<file path="src/otph_defines.vh">
// Purpose: Constants for the OTP page access host controller
// Assumes: 100 MHz i_sys_clk, asynchronous NAND device on the far side
// Notes:   Offsets are byte addresses on the APB register port
//
// What the document says
// Device refuses OTP programming forever once the area is protected.
// Protect: command 80h, address cycles, two 00h data cycles, command 10h.
// Program after protect does nothing; busy only for otp_busy_time.
// In OTP mode status comes only by 70h; bit 5 mirrors ready_busy_n.
// When ready, status bit 0 tells pass or fail of the OTP operation.
// Host treats the area protected only after passing status after protect.
// OTP pages are readable whether protected or not.
// OTP read: 00h, five address cycles, page 02h..1Fh, then 30h.
// Host addresses only OTP pages 02h to 1Fh; the protect address cycles send page 00h.
// No cached page read on OTP pages; plain read only.
// Device is busy for array_read_time while loading the OTP page.
// Random data output pair 05h/E0h changes column in the loaded page.
// Only the loaded page is readable; each read_enable_n pulse gives next item.
// ECC detects 9 and corrects 8 bit errors per codeword.
// Device computes parity during program busy and stores it in spare.
// On read device corrects 1 to 8 errors and outputs corrected data.
// After ECC read, status bit 0 flags an uncorrectable page.
// After polling status, host issues 00h before reading data.
// Each user area in one partial program; at most four per page.
// Host never writes the ECC parity region.
// x8 map: main 000h-7FFh, meta 800h-83Fh, parity 840h-87Fh.
// x16 map: eight main areas, meta 800h-83Fh, parity 840h-87Fh.
// Set feature 90h with 01h enters OTP, 03h protect mode, 00h leaves.
// ECC outcome in status bits 4, 3, 0 with the documented codes.
`ifndef OTPH_DEFINES_VH
`define OTPH_DEFINES_VH

// ==================================================================
// APB register offsets
`define OTPH_REG_CTRL      12'h000
`define OTPH_REG_ADDR      12'h004
`define OTPH_REG_STATUS    12'h008
`define OTPH_REG_RDATA     12'h00c
`define OTPH_REG_COUNT     12'h010

// ==================================================================
// Control fields
`define OTPH_CTRL_OP_LSB   0
`define OTPH_CTRL_OP_MSB   2
`define OTPH_CTRL_GO       31
`define OTPH_OP_ENTER      3'h1
`define OTPH_OP_PROT_MODE  3'h2
`define OTPH_OP_EXIT       3'h3
`define OTPH_OP_PROTECT    3'h4
`define OTPH_OP_READ       3'h5
`define OTPH_OP_COLUMN     3'h6
`define OTPH_OP_FETCH      3'h7

// ==================================================================
// NAND command codes
`define OTPH_CMD_SETFEAT   8'hef
`define OTPH_CMD_PROG      8'h80
`define OTPH_CMD_PROG_GO   8'h10
`define OTPH_CMD_READ      8'h00
`define OTPH_CMD_READ_GO   8'h30
`define OTPH_CMD_STATUS    8'h70
`define OTPH_CMD_RCOL      8'h05
`define OTPH_CMD_RCOL_GO   8'he0
`define OTPH_FEAT_OTP      8'h90
`define OTPH_P1_OTP        8'h01
`define OTPH_P1_PROT       8'h03
`define OTPH_P1_EXIT       8'h00
`define OTPH_PAGE_MIN      8'h02
`define OTPH_PAGE_MAX      8'h1f

// ==================================================================
// Status bits
`define OTPH_ST_FAIL       0
`define OTPH_ST_ECC_LO     3
`define OTPH_ST_ECC_HI     4
`define OTPH_ST_RDY        5

// ==================================================================
// Pin timing: strobe low/high time and write-to-busy delay in ns, and cycles at 10 ns
`define OTPH_CLK_NS        10
`define OTPH_T_STROBE_NS   20
`define OTPH_T_STROBE_CYC  ((`OTPH_T_STROBE_NS + `OTPH_CLK_NS - 1) / `OTPH_CLK_NS)
`define OTPH_T_WB_NS       100
`define OTPH_T_WB_CYC      ((`OTPH_T_WB_NS + `OTPH_CLK_NS - 1) / `OTPH_CLK_NS)

`endif

</file>
<file path="src/otph_ctrl.v">
// Purpose: APB-controlled host that drives OTP operations on a NAND device
// Assumes: Device pins synchronous to i_sys_clk; one outstanding operation
// Notes:   Software loads ADDR, writes CTRL with GO, polls STATUS
`include "otph_defines.vh"
`default_nettype none

module otph_ctrl (
  input  wire        i_sys_clk,
  input  wire        i_nrst,
  input  wire        i_psel,
  input  wire        i_penable,
  input  wire        i_pwrite,
  input  wire [11:0] i_paddr,
  input  wire [31:0] i_pwdata,
  output reg  [31:0] o_prdata,
  output wire        o_pready,
  output wire        o_pslverr,
  input  wire        i_ready_busy_n,
  input  wire [7:0]  i_io_in,
  output wire [7:0]  o_io_out,
  output wire        o_io_oe,
  output wire        o_cle,
  output wire        o_ale,
  output wire        o_we_n,
  output wire        o_read_enable_n,
  output wire        o_ce_n
);

  // ================================================================
  // Sequencer states
  localparam [3:0] S_IDLE  = 4'h0;
  localparam [3:0] S_SEQ   = 4'h1;
  localparam [3:0] S_WAITB = 4'h2;
  localparam [3:0] S_BUSY  = 4'h3;
  localparam [3:0] S_STAT  = 4'h4;
  localparam [3:0] S_SREAD = 4'h5;
  localparam [3:0] S_BACK  = 4'h6;
  localparam [3:0] S_DONE  = 4'h7;

  reg [3:0]  state_ff;
  reg [2:0]  op_ff;
  reg [3:0]  step_ff;
  reg [7:0]  page_ff;
  reg [11:0] col_ff;
  reg [7:0]  status_ff;
  reg [7:0]  rdata_ff;
  reg        prot_mode_ff;
  reg        otp_mode_ff;
  reg        protected_ff;
  reg        range_err_ff;
  reg        issued_ff;
  reg [7:0]  wait_ff;
  reg [15:0] count_ff;

  reg        st_start;
  reg [1:0]  st_kind;
  reg [7:0]  st_byte;
  reg        seq_last;
  wire       st_busy;
  wire       st_done;
  wire [7:0] st_rbyte;

  otph_strobe u_strobe (
    .i_sys_clk (i_sys_clk),
    .i_nrst    (i_nrst),
    .i_start   (st_start),
    .i_kind    (st_kind),
    .i_byte    (st_byte),
    .i_io_in   (i_io_in),
    .o_busy    (st_busy),
    .o_done    (st_done),
    .o_rbyte   (st_rbyte),
    .o_cle     (o_cle),
    .o_ale     (o_ale),
    .o_we_n    (o_we_n),
    .o_re_n    (o_read_enable_n),
    .o_io_out  (o_io_out),
    .o_io_oe   (o_io_oe)
  );

  assign o_ce_n    = 1'b0;
  assign o_pready  = 1'b1;
  assign o_pslverr = 1'b0;

  wire busy_op = (state_ff != S_IDLE);
  wire wr_en   = i_psel & i_penable & i_pwrite;
  wire go      = wr_en & (i_paddr == `OTPH_REG_CTRL) & i_pwdata[`OTPH_CTRL_GO] & ~busy_op;
  wire [2:0] go_op = i_pwdata[`OTPH_CTRL_OP_MSB:`OTPH_CTRL_OP_LSB];
  // Pages outside the OTP window are never put on the bus by a read
  wire page_ok = (page_ff >= `OTPH_PAGE_MIN) && (page_ff <= `OTPH_PAGE_MAX);

  // ================================================================
  // Cycle list of each operation: kind and byte per step
  always @* begin
    st_kind  = 2'h0;
    st_byte  = 8'h00;
    seq_last = 1'b0;
    case (op_ff)
      `OTPH_OP_ENTER, `OTPH_OP_PROT_MODE, `OTPH_OP_EXIT: begin
        case (step_ff)
          4'h0: st_byte = `OTPH_CMD_SETFEAT;
          4'h1: begin
            st_kind = 2'h1;
            st_byte = `OTPH_FEAT_OTP;
          end
          4'h2: begin
            st_kind = 2'h2;
            st_byte = (op_ff == `OTPH_OP_ENTER) ? `OTPH_P1_OTP :
                      (op_ff == `OTPH_OP_PROT_MODE) ? `OTPH_P1_PROT : `OTPH_P1_EXIT;
          end
          default: begin
            st_kind  = 2'h2;
            st_byte  = 8'h00;
            seq_last = (step_ff == 4'h5);
          end
        endcase
      end
      `OTPH_OP_PROTECT: begin
        case (step_ff)
          4'h0: st_byte = `OTPH_CMD_PROG;
          4'h1, 4'h2, 4'h3, 4'h4, 4'h5: st_kind = 2'h1;
          4'h6, 4'h7: st_kind = 2'h2;
          default: begin
            st_byte  = `OTPH_CMD_PROG_GO;
            seq_last = 1'b1;
          end
        endcase
      end
      `OTPH_OP_READ: begin
        case (step_ff)
          4'h0: st_byte = `OTPH_CMD_READ;
          4'h1: begin
            st_kind = 2'h1;
            st_byte = col_ff[7:0];
          end
          4'h2: begin
            st_kind = 2'h1;
            st_byte = {4'h0, col_ff[11:8]};
          end
          4'h3: begin
            st_kind = 2'h1;
            st_byte = page_ff;
          end
          4'h4, 4'h5: st_kind = 2'h1;
          default: begin
            st_byte  = `OTPH_CMD_READ_GO;
            seq_last = 1'b1;
          end
        endcase
      end
      `OTPH_OP_COLUMN: begin
        case (step_ff)
          4'h0: st_byte = `OTPH_CMD_RCOL;
          4'h1: begin
            st_kind = 2'h1;
            st_byte = col_ff[7:0];
          end
          4'h2: begin
            st_kind = 2'h1;
            st_byte = {4'h0, col_ff[11:8]};
          end
          default: begin
            st_byte  = `OTPH_CMD_RCOL_GO;
            seq_last = 1'b1;
          end
        endcase
      end
      default: begin
        st_kind  = 2'h3;
        seq_last = 1'b1;
      end
    endcase
    // Status poll and return to data output override the op's cycle list
    case (state_ff)
      S_STAT: begin
        st_kind = 2'h0;
        st_byte = `OTPH_CMD_STATUS;
      end
      S_SREAD: begin
        st_kind = 2'h3;
        st_byte = 8'h00;
      end
      S_BACK: begin
        st_kind = 2'h0;
        st_byte = `OTPH_CMD_READ;
      end
      default: begin
      end
    endcase
  end

  // ================================================================
  // Sequencer
  always @* begin
    st_start = 1'b0;
    case (state_ff)
      S_SEQ:   st_start = ~st_busy & ~st_done & ~issued_ff;
      S_STAT:  st_start = ~st_busy & ~st_done & ~issued_ff;
      S_SREAD: st_start = ~st_busy & ~st_done & ~issued_ff;
      S_BACK:  st_start = ~st_busy & ~st_done & ~issued_ff;
      default: st_start = 1'b0;
    endcase
  end

  always @(posedge i_sys_clk or negedge i_nrst) begin
    if (!i_nrst) begin
      state_ff     <= S_IDLE;
      op_ff        <= 3'h0;
      step_ff      <= 4'h0;
      page_ff      <= `OTPH_PAGE_MIN;
      col_ff       <= 12'h000;
      status_ff    <= 8'h00;
      rdata_ff     <= 8'h00;
      prot_mode_ff <= 1'b0;
      otp_mode_ff  <= 1'b0;
      protected_ff <= 1'b0;
      range_err_ff <= 1'b0;
      issued_ff    <= 1'b0;
      wait_ff      <= 8'h00;
      count_ff     <= 16'h0000;
    end else begin
      if (st_start) begin
        issued_ff <= 1'b1;
      end else if (st_done) begin
        issued_ff <= 1'b0;
      end
      if (wr_en && (i_paddr == `OTPH_REG_ADDR) && !busy_op) begin
        col_ff  <= i_pwdata[11:0];
        page_ff <= i_pwdata[23:16];
      end
      case (state_ff)
        S_IDLE: begin
          if (go) begin
            op_ff        <= go_op;
            step_ff      <= 4'h0;
            range_err_ff <= 1'b0;
            if ((go_op == `OTPH_OP_READ) && !page_ok) begin
              range_err_ff <= 1'b1;
            end else if ((go_op == `OTPH_OP_PROTECT) && !prot_mode_ff) begin
              range_err_ff <= 1'b1;
            end else if (go_op != 3'h0) begin
              state_ff <= S_SEQ;
            end
          end
        end
        S_SEQ: begin
          if (st_done) begin
            step_ff <= step_ff + 4'h1;
            if (op_ff == `OTPH_OP_FETCH) begin
              rdata_ff <= st_rbyte;
              count_ff <= count_ff + 16'h0001;
            end
            if (seq_last) begin
              wait_ff <= 8'h00;
              if ((op_ff == `OTPH_OP_PROTECT) || (op_ff == `OTPH_OP_READ)) begin
                state_ff <= S_WAITB;
              end else begin
                state_ff <= S_DONE;
              end
            end
          end
        end
        S_WAITB: begin
          // Ready/busy falls only after the write-to-busy delay
          wait_ff <= wait_ff + 8'h01;
          if (wait_ff == (`OTPH_T_WB_CYC - 1)) begin
            state_ff <= S_BUSY;
          end
        end
        S_BUSY: begin
          if (i_ready_busy_n) begin
            state_ff <= S_STAT;
          end
        end
        S_STAT: begin
          if (st_done) begin
            state_ff <= S_SREAD;
          end
        end
        S_SREAD: begin
          if (st_done) begin
            status_ff <= st_rbyte;
            // Polling again covers a status taken while still busy
            if (!st_rbyte[`OTPH_ST_RDY]) begin
              state_ff <= S_STAT;
            end else if (op_ff == `OTPH_OP_READ) begin
              state_ff <= S_BACK;
            end else begin
              if (!st_rbyte[`OTPH_ST_FAIL]) begin
                protected_ff <= 1'b1;
              end
              state_ff <= S_DONE;
            end
          end
        end
        S_BACK: begin
          if (st_done) begin
            count_ff <= 16'h0000;
            state_ff <= S_DONE;
          end
        end
        S_DONE: begin
          case (op_ff)
            `OTPH_OP_ENTER: begin
              otp_mode_ff  <= 1'b1;
              prot_mode_ff <= 1'b0;
            end
            `OTPH_OP_PROT_MODE: begin
              otp_mode_ff  <= 1'b0;
              prot_mode_ff <= 1'b1;
            end
            `OTPH_OP_EXIT: begin
              otp_mode_ff  <= 1'b0;
              prot_mode_ff <= 1'b0;
            end
            default: begin
              otp_mode_ff <= otp_mode_ff;
            end
          endcase
          state_ff <= S_IDLE;
        end
        default: begin
          state_ff <= S_IDLE;
        end
      endcase
    end
  end

  // ================================================================
  // APB read mux; zero wait states, unmapped reads return zero
  always @* begin
    case (i_paddr)
      `OTPH_REG_CTRL:   o_prdata = {28'h0000000, 1'b0, op_ff};
      `OTPH_REG_ADDR:   o_prdata = {8'h00, page_ff, 4'h0, col_ff};
      `OTPH_REG_STATUS: o_prdata = {16'h0000, status_ff, 2'h0, range_err_ff,
                                    protected_ff, prot_mode_ff, otp_mode_ff,
                                    i_ready_busy_n, busy_op};
      `OTPH_REG_RDATA:  o_prdata = {24'h000000, rdata_ff};
      `OTPH_REG_COUNT:  o_prdata = {16'h0000, count_ff};
      default:          o_prdata = 32'h00000000;
    endcase
  end

endmodule

`default_nettype wire

</file>
<file path="src/otph_strobe.v">
// Purpose: One NAND bus cycle: command, address, write data or read data
// Assumes: Strobe low and high time both OTPH_T_STROBE_CYC cycles
// Notes:   o_done pulses one cycle when the cycle has finished
`include "otph_defines.vh"
`default_nettype none

module otph_strobe (
  input  wire       i_sys_clk,
  input  wire       i_nrst,
  input  wire       i_start,
  input  wire [1:0] i_kind,
  input  wire [7:0] i_byte,
  input  wire [7:0] i_io_in,
  output wire       o_busy,
  output reg        o_done,
  output reg  [7:0] o_rbyte,
  output reg        o_cle,
  output reg        o_ale,
  output reg        o_we_n,
  output reg        o_re_n,
  output reg  [7:0] o_io_out,
  output reg        o_io_oe
);

  // ================================================================
  // Kinds: 0 command, 1 address, 2 write data, 3 read data
  localparam [1:0] PH_IDLE = 2'h0;
  localparam [1:0] PH_LOW  = 2'h1;
  localparam [1:0] PH_HIGH = 2'h2;

  reg [1:0] phase_ff;
  reg [3:0] cnt_ff;
  reg       rd_ff;

  assign o_busy = (phase_ff != PH_IDLE);

  always @(posedge i_sys_clk or negedge i_nrst) begin
    if (!i_nrst) begin
      phase_ff <= PH_IDLE;
      cnt_ff   <= 4'h0;
      rd_ff    <= 1'b0;
      o_done   <= 1'b0;
      o_rbyte  <= 8'h00;
      o_cle    <= 1'b0;
      o_ale    <= 1'b0;
      o_we_n   <= 1'b1;
      o_re_n   <= 1'b1;
      o_io_out <= 8'h00;
      o_io_oe  <= 1'b0;
    end else begin
      o_done <= 1'b0;
      case (phase_ff)
        PH_IDLE: begin
          if (i_start) begin
            rd_ff    <= (i_kind == 2'h3);
            o_cle    <= (i_kind == 2'h0);
            o_ale    <= (i_kind == 2'h1);
            o_io_out <= i_byte;
            o_io_oe  <= (i_kind != 2'h3);
            o_we_n   <= (i_kind == 2'h3);
            o_re_n   <= (i_kind != 2'h3);
            cnt_ff   <= 4'h0;
            phase_ff <= PH_LOW;
          end
        end
        PH_LOW: begin
          cnt_ff <= cnt_ff + 4'h1;
          if (cnt_ff == (`OTPH_T_STROBE_CYC - 1)) begin
            // Read data is taken just before the rising strobe edge
            if (rd_ff) begin
              o_rbyte <= i_io_in;
            end
            o_we_n   <= 1'b1;
            o_re_n   <= 1'b1;
            cnt_ff   <= 4'h0;
            phase_ff <= PH_HIGH;
          end
        end
        PH_HIGH: begin
          cnt_ff <= cnt_ff + 4'h1;
          if (cnt_ff == (`OTPH_T_STROBE_CYC - 1)) begin
            o_cle    <= 1'b0;
            o_ale    <= 1'b0;
            o_io_oe  <= 1'b0;
            o_done   <= 1'b1;
            phase_ff <= PH_IDLE;
          end
        end
        default: begin
          phase_ff <= PH_IDLE;
        end
      endcase
    end
  end

endmodule

`default_nettype wire

</file>
<file path="config.mk">
export PLATFORM = sky130hd
export DESIGN_NAME = otph_ctrl
export DESIGN_NICKNAME = d
export VERILOG_FILES = /design/src/otph_ctrl.v /design/src/otph_strobe.v
export VERILOG_INCLUDE_DIRS = /design/src
export SDC_FILE = /design/constraint.sdc
export NUM_CORES = 1
export LEC_CHECK = 0
export BUFFER_PORTS_ARGS = -buffer_cell sky130_fd_sc_hd__buf_2
export CORE_UTILIZATION = 56
export DETAILED_ROUTE_END_ITERATION = 10
export GPL_ROUTABILITY_DRIVEN = 0
export GPL_TIMING_DRIVEN = 0
export PLACE_DENSITY = 0.8
export SLEW_MARGIN = 10
export SYNTH_ARGS = -nofsm -noshare
export SYNTH_HDL_FRONTEND = slang
export SYNTH_SLANG_ARGS = --single-unit
</file>
<file path="constraint.sdc">
create_clock -name i_sys_clk -period 2.65 [get_ports i_sys_clk]
set_input_delay 0.53 -clock i_sys_clk [delete_from_list [all_inputs] [get_ports i_sys_clk]]
set_output_delay 0.53 -clock i_sys_clk [all_outputs]
set_load 0.005 [all_outputs]
</file>
Yosys cells after proc, flatten, opt, wreduce, memory -nomap -nowiden
Cells that the tools add are included.
{ "op_classes": {"n_addsub": 4, "order_cmp": 2, "eq_ne": 49, "mux": 72, "bitwise_logic": 13, "reduce_logical": 56} }
{ "ops": {"columns": ["cell", "n"], "rows": [
  ["24-bit one-hot mux with 5 select lines", 1],
  ["8-bit one-hot mux with 4 select lines", 2],
  ["4-bit 2-to-1 mux", 15],
  ["16-bit 2-to-1 mux", 3],
  ["8-bit one-hot mux with 2 select lines", 3],
  ["8-bit one-hot mux with 3 select lines", 2],
  ["4-bit by 3-bit == test with 1-bit output, second input constant", 8],
  ["16-bit one-hot mux with 2 select lines", 1],
  ["4-bit one-hot mux with 7 select lines", 1],
  ["12-bit by 4-bit == test with 1-bit output, second input constant", 2],
  ["3-bit AND reduction", 7],
  ["1-bit 2-to-1 mux", 20],
  ["2-bit inequality test, second input constant", 10],
  ["3-bit == test, second input constant", 6],
  ["2-bit nonzero test", 9],
  ["16-bit by 1-bit adder with 16-bit output, second input constant", 1],
  ["4-bit by 2-bit == test with 1-bit output, second input constant", 4],
  ["8-bit 2-to-1 mux", 2],
  ["1-bit one-hot mux with 2 select lines", 7],
  ["12-bit by 3-bit == test with 1-bit output, second input constant", 1],
  ["12-bit by 5-bit == test with 1-bit output, second input constant", 1],
  ["4-bit by 1-bit == test with 1-bit output, second input constant", 3],
  ["12-bit zero test", 1],
  ["2-bit 2-to-1 mux", 6],
  ["37 further kinds", 80]
]} }
{ "totals": {"ff_bits": 105, "input_bits": 58, "output_inout_bits": 48, "elab_cells": 221} }

Logic depth before layout (Yosys ltp)
{ "logic_depth": {"ltp_word": 8, "mapped_depth": 9, "depth_no_buf": 8} }

Hierarchy
From an unflattened synthesis, not the netlist that was laid out.
{ "unflattened": {"cells_unflattened": 588, "hier_area_um2": 5926.9} }
{ "by_module_without_submodules": {"columns": ["module", "instances", "cells_each", "area_per_inst_um2"], "rows": [
  ["otph_ctrl", 1, 482, 4593.2],
  ["otph_strobe", 1, 106, 1333.8]
]} }

Worst setup path after synthesis
Ideal clock, no wire load.
{ "synth_timing": {"path_kind": "input -> output", "start": "input i_paddr[1]", "end": "output o_prdata[1]", "arrival_time_ns": 1.894, "slack_ns": 0.226, "path_stages": 6, "path_buffers": 1, "path_cell_list": "nor4_1 -> nand3_1 -> nor4b_2 -> buf_2 -> a222oi_1 -> nand2_1"} }
{ "synth_via": {"elab_chain_len": 2} }
{ "synth_lines": {"columns": ["element", "line", "source"], "rows": [
  ["start: declaration", "otph_ctrl.v:13", "input wire [11:0] i_paddr,"],
  ["12-bit by 5-bit == test with 1-bit output, or another cell as far along", "otph_ctrl.v:332", "case (i_paddr)"],
  ["24-bit one-hot mux with 5 select lines *", "otph_ctrl.v:332", null],
  ["end: declaration", "otph_ctrl.v:15", "output reg [31:0] o_prdata,"]
]} }
Every way passes the cells marked *; elsewhere a longest branch is shown, timed or not.

Worst setup path after layout
{ "layout_timing": {"start": "register state_ff[0]", "end": "output o_prdata[0]"} }
{ "layout_via": {"elab_chain_len": 2} }
{ "layout_lines": {"columns": ["element", "line", "source"], "rows": [
  ["start: declaration", "otph_ctrl.v:40", "reg [3:0] state_ff;"],
  ["start signal: assignment", "otph_ctrl.v:207", "state_ff <= S_IDLE;"],
  ["start signal: assignment", "otph_ctrl.v:242", "state_ff <= S_SEQ;"],
  ["start signal: assignment", "otph_ctrl.v:256", "state_ff <= S_WAITB;"],
  ["4-bit nonzero test", "otph_ctrl.v:85", "wire busy_op = (state_ff != S_IDLE);"],
  ["24-bit one-hot mux with 5 select lines", "otph_ctrl.v:332", null]
]} }
Every way passes these cells.

==> flow_summary.json <==
{
  "worst_path_dominant_cell_family": "simple AND/OR/NAND/NOR gates",
  "synth.top_cell.area_share_pct": 43.7,
  "floorplan.io_pins": 106,
  "minimum_setup_slack_among_reg_to_reg_paths_ns": 0.14,
  "yosys.area_share.adder_pct": 3.25,
  "wire_per_inst_um": 17.7,
  "clock_power_share_pct": 20.8,
  "worst-slew-pin-transition_ns": 0.598,
  "timing.reg2reg.worst_path_depth": 9,
  "postSynthCellCount": 587,
  "seqPwrFrac_pct": 46.6,
  "routed-wl-met2_um": 7110,
  "worstSetupStartpoint": "state_ff[0]",
  "worst-path-buf-inv": 2,
  "grt_usage_pct": 28.4,
  "synth-compound-area-share_pct": 16.6,
  "timing.fmax_ghz": 0.392,
  "drc": 0,
  "cts_inserted_buffers": 9,
  "period_needed_ns": 2.55,
  "synthSimpleGateAreaFrac_pct": 17.9,
  "power_uw": 4400,
  "critical_path_required_ns": 2.12,
  "drive_gt1_share_pct": 25.5,
  "synth_cell_type_count": 72,
  "worst-setup-path-type": "register to output port",
  "clkSinkCount": 104,
  "path_max_fanout": 10,
  "path_cells": "buf_2 -> or3_1 -> a222oi_1 -> nand2_1 -> buf_2",
  "peak_supply_drop_v": 0.000471,
  "cp_data_arrival_time_ns": 2.02,
  "p_int_uw": 2770,
  "pin_count_of_the_biggest_net_entering_global_routing": 68,
  "critical_path_depth": 5,
  "dr.first_iter.drc_count": 435,
  "highest-signal-layer": "met4",
  "combinational_family_with_the_most_area_after_synthesis": "simple AND/OR/NAND/NOR gates",
  "vias_in_the_first_global_route": 4852,
  "seq_area_frac_synth_pct": 45.1,
  "crit_path_end_kind": "output port",
  "final_antenna_net_count": 0,
  "grt_overflow_total": 0,
  "finalNetCount": 765,
  "place.detailed.instances": 813,
  "worst_setup_hold_path_clk_slew_ns": 0.10,
  "crit_path_start_kind": "register",
  "syn-mean-instance-area_um2": 9.85,
  "rows": 36,
  "finalHoldViolations": 0,
  "hold-worst-slack_ns": 0.114,
  "crit_path_end": "o_prdata[0]",
  "rsz0062_at_grt": "true",
  "worst_path_largest_cell_delay_ns": 0.45,
  "xor_xnor_fraction_of_synth_area_pct": 2.88,
  "synthToLayoutAreaGrowth_pct": 15.4,
  "crit_slowest_cell": "or3_1",
  "rr_endpoint": "state_ff[0]",
  "synth_warnings": 0,
  "cell_taking_the_most_area_after_synthesis": "dfrtp_1",
  "drt_first_pass_iters": 6,
  "antenna_cells_inserted": 0,
  "switching_share_pct": 37.2,
  "max_slew_violation_count": 0,
  "htreeDepth": 3,
  "synthTopCellsByCount": "dfrtp_1, nand2_1, nor2_1",
  "via_count": 5034,
  "tritoncts": "done",
  "synth-seq-cells": 104,
  "grt_first_pass_wirelength_um": 24100,
  "wl_um": 14700,
  "numPortBuffers": 83,
  "core_um2": 9910,
  "cts.root.buffer_cell": "clkbuf_8",
  "min_period_over_period_pct": 96.3,
  "run_status": "finished, final reports clean",
  "worst_r2r_startpoint": "step_ff[0]",
  "reported_leakage_power_uw": 0.00329,
  "power-per-cell-area_nw_per_um2": 660,
  "report.final.setup_viol": 0,
  "synth_edf_count": 0,
  "area_of_the_die_um2": 10700,
  "initial_utilization_pct": 58.4,
  "clockBufferDepth": 2,
  "worstSkewPairLatency_ns": 0.38,
  "detailroute.wirelength.met3_um": 999,
  "mux_contribution_to_synthesized_area_pct": 8.96,
  "post_layout_nonfiller_instances": 830,
  "total_switching_power_uw": 1640,
  "dp.final_hpwl_um": 11000,
  "drt-met1-wl_um": 6290,
  "async_reset_ff_share_pct": 100,
  "drv.max_cap_violation_count": 0,
  "postCtsHoldBufs": 0,
  "synthesis.area_um2": 5780,
  "holdCritPathClass": "input port to asynchronous set/reset pin",
  "timing.critical_path.mode_cell": "buf_2",
  "die_height_um": 104,
  "antenna_found_initial": 0,
  "combPwrFrac_pct": 32.6,
  "final.fill_count": 788,
  "synth.most_common_cell": "dfrtp_1",
  "final.setup_skew_ns": 0.0148,
  "dieWidth_um": 104,
  "avgViaCountPerCell": 6.07,
  "ys_top_cells_by_area": "dfrtp_1, mux2_2, mux2_1",
  "ys_dominant_reg_cell": "dfrtp_1",
  "max_slew_margin_pct": 60.0
}
[layout by cell type (no fill, tap or decap), types with 15 or more instances in the layout]
cell     instances
xor2_1          16
a21oi_1         29
mux2_1          22
buf_2           94
ha_1            15
buf_4           19
inv_1           19
mux2_2          24
o21ai_0         19
nor2_1          48
nand2_1         55
dfrtp_1        100
[power by group through the flow]
stage / Clock, uW / Combinational (uW) / Sequential (uW)
after floorplan: 0 / 986 / 2020
after global placement: 0 / 1290 / 2050
after detailed placement: 0 / 1380 / 2080
after CTS: 923 / 1390 / 2040
after global routing: 992 / 1600 / 2080
final: 916 / 1440 / 2050
[per-layer routing]
metal	global-route usage [%]	vias up
met1	37.6	2420
li1	-	2317
met3	5.10	33
met5	0	-
met2	46.6	264
met4	10.9	0
[layout make-up]
| cell class | instances | area [um2] | share of cell area, % |
|---|---|---|---|
| Clock buffer | 10 | 128 | 1.91 |
| Sequential cell | 104 | 2610 | 39.1 |
| Inverter | 20 | 75.1 | 1.12 |
| Timing Repair Buffer | 88 | 475 | 7.12 |
| Clock inverter | 6 | 43.8 | 0.656 |
| Tap cell | 133 | 166 | 2.49 |
| Buffer | 38 | 229 | 3.43 |
| Multi-Input combinational cell | 431 | 2950 | 44.2 |
[what timing repair did]
| action | CTS | global route |
|---|---|---|
| gates resized for setup | 8 | 10 |
| setup endpoints to repair | 25 | 20 |
| buffers inserted | 2 | 2 |
| pin swaps | 2 | 1 |
[state kept, by name, summed over array words and instances, names as in the netlist, 4 cells and up]
signal and count:
u_strobe.o_rbyte 8, u_strobe.o_io_out 8, status_ff 8, rdata_ff 8
count_ff 16, page_ff 8, col_ff 12, step_ff 4
wait_ff 8, u_strobe.cnt_ff 4
[worst min path at each step]
| stage | slack (ns) | startpoint | depth (start not counted) | to |
|---|---|---|---|---|
| 6_report | 0.11 | i_nrst | 1 | wait_ff[4] |
| 3_5_place_dp | 0.47 | u_strobe.o_io_out[7] | 2 | u_strobe.o_io_out[7] |
| 3_3_place_gp | 0.45 | protected_ff | 2 | protected_ff |
| 5_1_grt | 0.15 | i_nrst | 1 | wait_ff[4] |
| 4_1_cts | 0.12 | i_nrst | 1 | wait_ff[7] |
| 2_1_floorplan | 0.23 | i_nrst | 0 | col_ff[0] |
[logic make-up after synthesis]
group | after synthesis
and+or+nand+nor | 201
DFF | 104
buffers and inverters | 61
xor gates and xnor gates | 19
muxes | 46
other | 2
AOI/OAI and AO/OA | 139
adders and majority gates | 15
[per-stage QoR]
step / setup slack, ns / utilization [%] / setup TNS [ns] / area, um2
2_1_floorplan: 0.226 / - / 0 / 5820
3_3_place_gp: -0.399 / 64.6 / -7.81 / 6400
3_5_place_dp: -0.491 / 64.9 / -6.43 / 6430
4_1_cts: 0.00918 / 67.0 / 0 / 6640
5_1_grt: -0.0493 / 67.4 / -0.0919 / 6680
6_report: 0.0985 / 67.4 / 0 / 6680
(Power assumes the default switching activity.)
